[src/verilog/port_pin_mux_defines.vh]
// constants for the port a/b/d pin function multiplexer
`ifndef PORT_PIN_MUX_DEFINES_VH
`define PORT_PIN_MUX_DEFINES_VH
`define IFC_PORTS 2'h0
`define IFC_RESERVED 2'h1
`define IFC_WAVEFORM 2'h2
`define IFC_SLAVE_FIFO 2'h3
`define POL_PACKET_COMMIT_IN_BIT 5
`define PORTA_CFG_FLAG_BIT 7
`define WORDWIDE_BIT 0
`define SYNC_DEPTH 3
`define RESET_IFC 2'h0
`define RESET_BYTE 8'h00
`endif

[src/verilog/port_pin_function_mux.v]
// pin function multiplexer for port a bits 6/7, port b and port d
// Behaviour
// RL1: port a bit 6 is port bit or packet-commit input, per interface config field.
// RL2: asserted packet-commit commits fifo packet; polarity from polarity register bit 5.
// RL3: port a bit 7 is port bit, flag four or chip select, per config bits.
// RL4: as flag pin, port a bit 7 drives the programmable fifo status flag.
// RL5: deasserted fifo chip select makes all other fifo strobes ignored.
// RL6: port b is port bits or low data bus byte, per interface config field.
// RL7: port d is high data byte only with data bus mode and word-wide set.
// RL8: in nand usage port b is the bidirectional nand data bus.
// RL9: in nand usage port d drives active-low chip enables; two to seven may be gpio.
// RL10: after reset all pins are port bits, inputs, drivers disabled.
`timescale 1ns/1ps
`include "port_pin_mux_defines.vh"
module port_pin_function_mux
(
  // clock and reset
  input wire i_mclk,
  input wire i_sys_rst,
  // configuration
  input wire [1:0] i_interface_config_field,
  input wire [7:0] i_port_a_config_reg,
  input wire [7:0] i_fifo_pin_polarity_reg,
  input wire i_endpoint_wordwide,
  input wire i_nand_mode,
  input wire [7:2] i_nand_ce_as_gpio,
  // port bit values and directions from the port registers
  input wire i_port_a_bit6_out,
  input wire i_port_a_bit6_oe,
  input wire i_port_a_bit7_out,
  input wire i_port_a_bit7_oe,
  input wire [7:0] i_port_b_out,
  input wire [7:0] i_port_b_oe,
  input wire [7:0] i_port_d_out,
  input wire [7:0] i_port_d_oe,
  // core side fifo / waveform engine / nand data
  input wire i_fifo_status_flag_four,
  input wire i_fifo_strobe_req,
  input wire [15:0] i_fifo_data_bus_out,
  input wire i_fifo_data_bus_oe,
  input wire [7:0] i_nand_data_out,
  input wire i_nand_data_oe,
  input wire [7:0] i_nand_chip_enable_n,
  // pins
  input wire i_pin_a6,
  input wire i_pin_a7,
  input wire [7:0] i_pin_b,
  input wire [7:0] i_pin_d,
  output reg o_pin_a6,
  output reg o_pin_a6_oe,
  output reg o_pin_a7,
  output reg o_pin_a7_oe,
  output reg [7:0] o_pin_b,
  output reg [7:0] o_pin_b_oe,
  output reg [7:0] o_pin_d,
  output reg [7:0] o_pin_d_oe,
  // synchronised results to core
  output reg o_port_a_bit6_in,
  output reg o_port_a_bit7_in,
  output reg [7:0] o_port_b_in,
  output reg [7:0] o_port_d_in,
  output reg [15:0] o_fifo_data_bus_in,
  output reg [7:0] o_nand_data_in,
  output reg o_packet_commit,
  output reg o_fifo_strobe_gated,
  output reg o_fifo_chip_selected
);
  wire [1:0] a_sync;
  wire [7:0] b_sync;
  wire [7:0] d_sync;
  reg pkt_prev;
  reg [1:0] cfg;

  function is_bus_mode;
    input [1:0] ifc;
    begin
      is_bus_mode = (ifc == `IFC_WAVEFORM) || (ifc == `IFC_SLAVE_FIFO);
    end
  endfunction

  pin_sync #(.WIDTH(2)) u_sync_a
  (
    .i_mclk(i_mclk),
    .i_sys_rst(i_sys_rst),
    .i_async({i_pin_a7, i_pin_a6}),
    .o_sync(a_sync)
  );
  pin_sync #(.WIDTH(8)) u_sync_b
  (
    .i_mclk(i_mclk),
    .i_sys_rst(i_sys_rst),
    .i_async(i_pin_b),
    .o_sync(b_sync)
  );
  pin_sync #(.WIDTH(8)) u_sync_d
  (
    .i_mclk(i_mclk),
    .i_sys_rst(i_sys_rst),
    .i_async(i_pin_d),
    .o_sync(d_sync)
  );

  wire slave = (cfg == `IFC_SLAVE_FIFO) && !i_nand_mode;
  wire bus = is_bus_mode(cfg) && !i_nand_mode;
  wire hi_bus = bus && i_endpoint_wordwide; // see RL7
  wire a7_flag = slave && i_port_a_config_reg[`PORTA_CFG_FLAG_BIT];
  wire a7_cs = slave && !i_port_a_config_reg[`PORTA_CFG_FLAG_BIT];
  // chip select active low; absent pin means always selected
  wire cs_ok = a7_cs ? !a_sync[1] : 1'b1;
  wire pkt_level = a_sync[0] ~^ i_fifo_pin_polarity_reg[`POL_PACKET_COMMIT_IN_BIT]; // see RL2
  reg [7:0] d_val;
  reg [7:0] d_en;
  reg [7:0] b_val;
  reg [7:0] b_en;
  reg a7_val;
  reg a7_en;
  integer j;

  // port d source: nand chip enables, high data byte or port bits
  always @*
  begin
    d_val = i_port_d_out;
    d_en = i_port_d_oe;
    if (i_nand_mode)
    begin
      // enables zero and one have no port bit alternative
      d_val[1:0] = i_nand_chip_enable_n[1:0]; // see RL9
      d_en[1:0] = 2'b11;
      for (j = 2; j < 8; j = j + 1)
        if (!i_nand_ce_as_gpio[j])
        begin
          d_val[j] = i_nand_chip_enable_n[j]; // see RL9
          d_en[j] = 1'b1;
        end
    end
    else if (hi_bus)
    begin
      d_val = i_fifo_data_bus_out[15:8];
      d_en = {8{i_fifo_data_bus_oe}};
    end
  end

  // port b source: nand bus, low data byte or port bits
  always @*
  begin
    b_val = i_port_b_out;
    b_en = i_port_b_oe;
    if (i_nand_mode)
    begin
      b_val = i_nand_data_out; // see RL8
      b_en = {8{i_nand_data_oe}};
    end
    else if (bus)
    begin
      b_val = i_fifo_data_bus_out[7:0]; // see RL6
      b_en = {8{i_fifo_data_bus_oe}};
    end
  end

  // port a bit 7 source: flag output, select input or port bit
  always @*
  begin
    a7_val = i_port_a_bit7_out;
    a7_en = i_port_a_bit7_oe;
    if (a7_flag)
    begin
      a7_val = i_fifo_status_flag_four; // see RL4
      a7_en = 1'b1;
    end
    else if (a7_cs)
      a7_en = 1'b0; // see RL3
  end

  always @(posedge i_mclk)
  begin
    if (i_sys_rst)
    begin
      cfg <= `RESET_IFC; // see RL10
      pkt_prev <= 1'b0;
      o_pin_a6 <= 1'b0;
      o_pin_a6_oe <= 1'b0;
      o_pin_a7 <= 1'b0;
      o_pin_a7_oe <= 1'b0;
      o_pin_b <= `RESET_BYTE;
      o_pin_b_oe <= `RESET_BYTE;
      o_pin_d <= `RESET_BYTE;
      o_pin_d_oe <= `RESET_BYTE;
      o_port_a_bit6_in <= 1'b0;
      o_port_a_bit7_in <= 1'b0;
      o_port_b_in <= `RESET_BYTE;
      o_port_d_in <= `RESET_BYTE;
      o_fifo_data_bus_in <= 16'h0000;
      o_nand_data_in <= `RESET_BYTE;
      o_packet_commit <= 1'b0;
      o_fifo_strobe_gated <= 1'b0;
      o_fifo_chip_selected <= 1'b0;
    end
    else
    begin
      cfg <= i_interface_config_field;
      // port a bit 6
      o_pin_a6 <= i_port_a_bit6_out;
      o_pin_a6_oe <= slave ? 1'b0 : i_port_a_bit6_oe; // see RL1
      o_port_a_bit6_in <= a_sync[0];
      // tracks the pin in every mode: no false edge on entering slave mode
      pkt_prev <= pkt_level;
      o_packet_commit <= slave && pkt_level && !pkt_prev && cs_ok; // see RL2
      // port a bit 7
      o_pin_a7 <= a7_val;
      o_pin_a7_oe <= a7_en;
      o_port_a_bit7_in <= a_sync[1];
      o_fifo_chip_selected <= slave && cs_ok;
      o_fifo_strobe_gated <= slave && cs_ok && i_fifo_strobe_req; // see RL5
      // port b
      o_pin_b <= b_val;
      o_pin_b_oe <= b_en;
      o_port_b_in <= b_sync;
      o_nand_data_in <= b_sync;
      o_fifo_data_bus_in <= {hi_bus ? d_sync : 8'h00, b_sync};
      // port d
      o_pin_d <= d_val;
      o_pin_d_oe <= d_en;
      o_port_d_in <= d_sync;
    end
  end
endmodule

[src/verilog/pin_sync.v]
// three-stage pin input synchroniser with agreement filter
`timescale 1ns/1ps
module pin_sync
#(
  parameter WIDTH = 8
)
(
  input wire i_mclk,
  input wire i_sys_rst,
  input wire [WIDTH-1:0] i_async,
  output reg [WIDTH-1:0] o_sync
);
  reg [WIDTH-1:0] stage1;
  reg [WIDTH-1:0] stage2;
  reg [WIDTH-1:0] stage3;
  integer k;
  always @(posedge i_mclk)
  begin
    if (i_sys_rst)
    begin
      stage1 <= {WIDTH{1'b0}};
      stage2 <= {WIDTH{1'b0}};
      stage3 <= {WIDTH{1'b0}};
      o_sync <= {WIDTH{1'b0}};
    end
    else
    begin
      stage1 <= i_async;
      stage2 <= stage1;
      stage3 <= stage2;
      // a change counts once stages two and three agree
      for (k = 0; k < WIDTH; k = k + 1)
        if (stage2[k] == stage3[k])
          o_sync[k] <= stage3[k];
    end
  end
endmodule

[config.mk]
export PLATFORM = sky130hd
export DESIGN_NAME = port_pin_function_mux
export DESIGN_NICKNAME = d
export VERILOG_FILES = /design/src/verilog/port_pin_function_mux.v /design/src/verilog/pin_sync.v
export VERILOG_INCLUDE_DIRS = /design/src /design/src/verilog
export SDC_FILE = /design/constraint.sdc
export NUM_CORES = 1
export LEC_CHECK = 0
export ABC_AREA = 1
export BUFFER_PORTS_ARGS = -buffer_cell sky130_fd_sc_hd__buf_2
export CAP_MARGIN = 10
export CORE_ASPECT_RATIO = 0.7
export CORE_UTILIZATION = 34
export DETAILED_ROUTE_END_ITERATION = 8
export HOLD_SLACK_MARGIN = 0.15
export PLACE_DENSITY_LB_ADDON = 0.1
export REMOVE_ABC_BUFFERS = 1
export SLEW_MARGIN = 20
export SYNTH_ARGS = -nofsm -noshare
export SYNTH_HDL_FRONTEND = slang
export SYNTH_HIERARCHICAL = 1
export SYNTH_SLANG_ARGS = --single-unit
[constraint.sdc]
create_clock -name i_mclk -period 0.99 [get_ports i_mclk]
set_input_delay 0.0495 -clock i_mclk [delete_from_list [all_inputs] [get_ports i_mclk]]
set_output_delay 0.0495 -clock i_mclk [all_outputs]
set_load 0.005 [all_outputs]
==> metrics.log <==
INFO  metric run_status = complete, but fails checks
INFO  metric violations = negative setup slack
INFO  metric final_max_slew_viol_count = 0
INFO  metric clockRootBuffer = clkbuf_16
INFO  metric regToRegStartpoint = cfg[1]
INFO  metric timing.final.crit_period = slightly above 1 ns
INFO  metric htreeDepth = 4
INFO  metric fin_ws = -0.0151 ns
INFO  metric io_buffers = approximately 180
INFO  metric hold-worst-slack = a little under 0.07 ns
INFO  metric critical-path-top-cell-by-count = nand2_2
INFO  metric rsz0062_at_grt = yes
INFO  metric grt_pass1_wl = a little over 20 mm
INFO  metric tritoncts.num_buffers = 17
INFO  metric netlist_area = 4980 um2
INFO  metric p_leak = around 4.1 nW
INFO  metric timing.setup.critical_path_class = reg2reg
INFO  metric post_synth_edffs = 0
INFO  metric syn_avg_cell_area = 7.82 um2
INFO  metric setup_tns = -0.0378 ns
INFO  metric pwr_density_cell = between 1500 and 2000 nW/um2
INFO  metric final_util = between 50% and 60%
INFO  metric antenna_left = 0
INFO  metric series_of_cell_instances_along_the_critical_path = buf_4 > nand2_2 > nor2_4 > nand2_2 > nand2_1 > a21oi_1
INFO  metric clkTransAtPathRegs = 0.06 ns
INFO  metric postSynth.asyncResetShare = 0%
INFO  metric synth-warning-count = 6
INFO  metric max-vdd-ir-drop = 0.977 mV
INFO  metric rrSetupSlack = -0.02 ns
INFO  metric die_area = 15100 um2
INFO  metric n_antenna_cell = 0
INFO  metric worstPathRequired = between 1 and 1.5 ns
INFO  metric cp_data_arrival_time = 1.29 ns
INFO  metric holdPathEnd = o_pin_a7_oe
INFO  metric flow.area_growth_from_synthesis = 57.6%
INFO  metric drt_first_iter_violations = approximately 110
INFO  metric critical_path.endpoint_type = flop
INFO  metric final_min_period_over_clock_period = 102%
INFO  metric vias = 4667
INFO  metric clkLatencyLatePin = ~0.4 ns
INFO  metric gp_congestion = 0.846
INFO  metric critical_path.max_stage_delay = between 0.3 and 0.4 ns
INFO  metric drc = 0
INFO  metric die-height = roughly 100 um
INFO  metric dominantRegCellSynth = dfxtp_1
INFO  metric final_common_cell = buf_2
INFO  metric crit_path_start_kind = flop
INFO  metric clock.fmax = around 1000 MHz
INFO  metric drt-pass1-iter-count = 4
INFO  metric mostFrequentLayoutCells = buf_2 (183), inv_1 (139), dfxtp_1 (138), nor2_1 (132), dlygate4sd3_1 (103)
INFO  metric r2r-end = o_pin_a7
INFO  metric post_synth_num_cell_types = 24
INFO  metric initial_core_util = a little over a third
INFO  metric synth.ff_latch_count = 140
INFO  metric grt_usage = between 15 and 20%
INFO  metric n_fill_cell = 1282
INFO  metric grt_pass1_vias = 4385
INFO  metric reg2reg_depth = 6
INFO  metric core_area = ~14000 um2
INFO  metric final_layout_size_suffix_gt1_share = ~28%
INFO  metric num_io_pins = slightly below 200
INFO  metric clock_sinks = 140
INFO  metric holdCritPathClass = in2reg
INFO  metric drt-wirelength-per-cell = roughly 11 um
INFO  metric timing.critical_path.slowest_stage_cell = dfxtp_4
INFO  metric cts_tree = done
INFO  metric syn-instance-count = about 640
INFO  metric synth_seq_area_share = between 50% and 60%
INFO  metric dpl.hpwl = around 8 mm
INFO  metric min-delay-start = i_sys_rst
INFO  metric hold_viol = 0
INFO  metric drv.max_cap_violation_count = 0
INFO  metric cts-root-to-sink-buffers = 2
INFO  metric layout_skew = around 0.007 ns
INFO  metric grt_max_degree = approximately 50
INFO  metric wl = roughly 13 mm
INFO  metric slew_headroom = about 82%
INFO  metric postLayoutCellArea = 7840 um2
INFO  metric final_net_count = about 1000
INFO  metric worst_pin_slew = ~0.27 ns
INFO  metric rows = 36
INFO  metric chipWidth = ~150 um
INFO  metric min_path_cells = 3
INFO  metric worst-path-max-fanout = 6
INFO  metric finalPower = 14.2 mW
INFO  metric gr-total-overflow = 0
INFO  metric via_count_normalized_by_instance_count = about 4
INFO  metric antenna_found_initial = 0
INFO  metric setup_viol_count_final = 4
INFO  metric dpl-instance-area = between 6000 and 7000 um2
-- what timing repair did --
action                                 in CTS  in global routing
resized for setup                           6                  7
hold buffers                              102                  1
endpoints found under the hold margin      89                 20
buffers inserted                            1                  1
pin swaps                                   0                  1
setup endpoints to repair                  45                 47
-- critical path, delay by kind of cell, from the launching register on --
kind | cells | cell delay (ns)
buffers and inverters | 1 | 0.12
AO/OA/AOI/OAI | 1 | 0.05
AND/OR/NAND/NOR | 4 | 0.34
flip-flops | 1 | 0.38
-- area by class of cell --
type                       instances  area, um2  area share, %
sequential                       140       2810           35.8
timing repair buffer             312       2200           28.0
multi-input combinational        316       1400           17.9
inverter                         144        546           6.95
clock buffer                      18        439           5.60
tap                              190        238           3.03
clock inverter                    13        213           2.71
-- power by group --
part / internal [mW] / leakage [nW] / switching, mW
Combinational: 0.734 / 2.63 / 0.598
Clock: 4.56 / 0.322 / 2.39
Sequential: 5.84 / 1.15 / 0.0706
-- through the flow --
step / worst slack (ns) / cells
2_1_floorplan: -0.242 / 600
3_3_place_gp: -0.114 / 997
3_5_place_dp: -0.148 / 997
4_1_cts: -0.00543 / 1131
5_1_grt: -0.0751 / 1133
6_report: -0.0151 / 1133
-- cell usage after synthesis, types with 6 or more instances --
cell      instances  area share [%]
buf_2             8            0.80
buf_6             6             1.4
buf_4            18             2.7
nand3_1          34             3.4
nand4_1           8             1.0
o21ai_0          11             1.1
o21ai_1           8            0.80
nand2_1          83             6.3
dfxtp_1         140              56
o211ai_1          7             1.1
a21oi_1          23             2.3
inv_1           139              10
nor2_1          134              10
-- worst max-delay path by stage --
| stage | startpoint | end | slack, ns | cells past startpoint |
|---|---|---|---|---|
| finish | cfg[1] | o_pin_a7 | -0.02 | 6 |
| detailed placement | cfg[1] | o_pin_d_oe[7] | -0.15 | 4 |
| global placement | cfg[1] | o_pin_d_oe[3] | -0.11 | 4 |
| floorplan | cfg[1] | o_pin_d_oe[0] | -0.24 | 5 |
| global route | cfg[1] | o_pin_d_oe[1] | -0.08 | 6 |
| CTS | cfg[1] | o_pin_a7 | -0.005 | 6 |
-- cell families after synthesis --
kind of cell / count (synthesis) / share of synthesized area (%)
simple gates: 266 / 22.0
xor+xnor: 1 / 0.176
compound gates: 49 / 5.28
flops: 140 / 56.3
buf+inv: 181 / 16.2
-- per-layer routing --
layer / routed length [um] / GRT usage (%) / share of wire [%] / vias up
li1: - / - / - / 2450
met1: 5690 / 20.0 / 44 / 2064
met2: 6250 / 30.4 / 49 / 131
met3: 664 / 4.12 / 5.2 / 22
met4: 248 / 8.17 / 1.9 / 0
met5: 0 / 0 / 0 / -
Power figures use the tool's default switching activity.
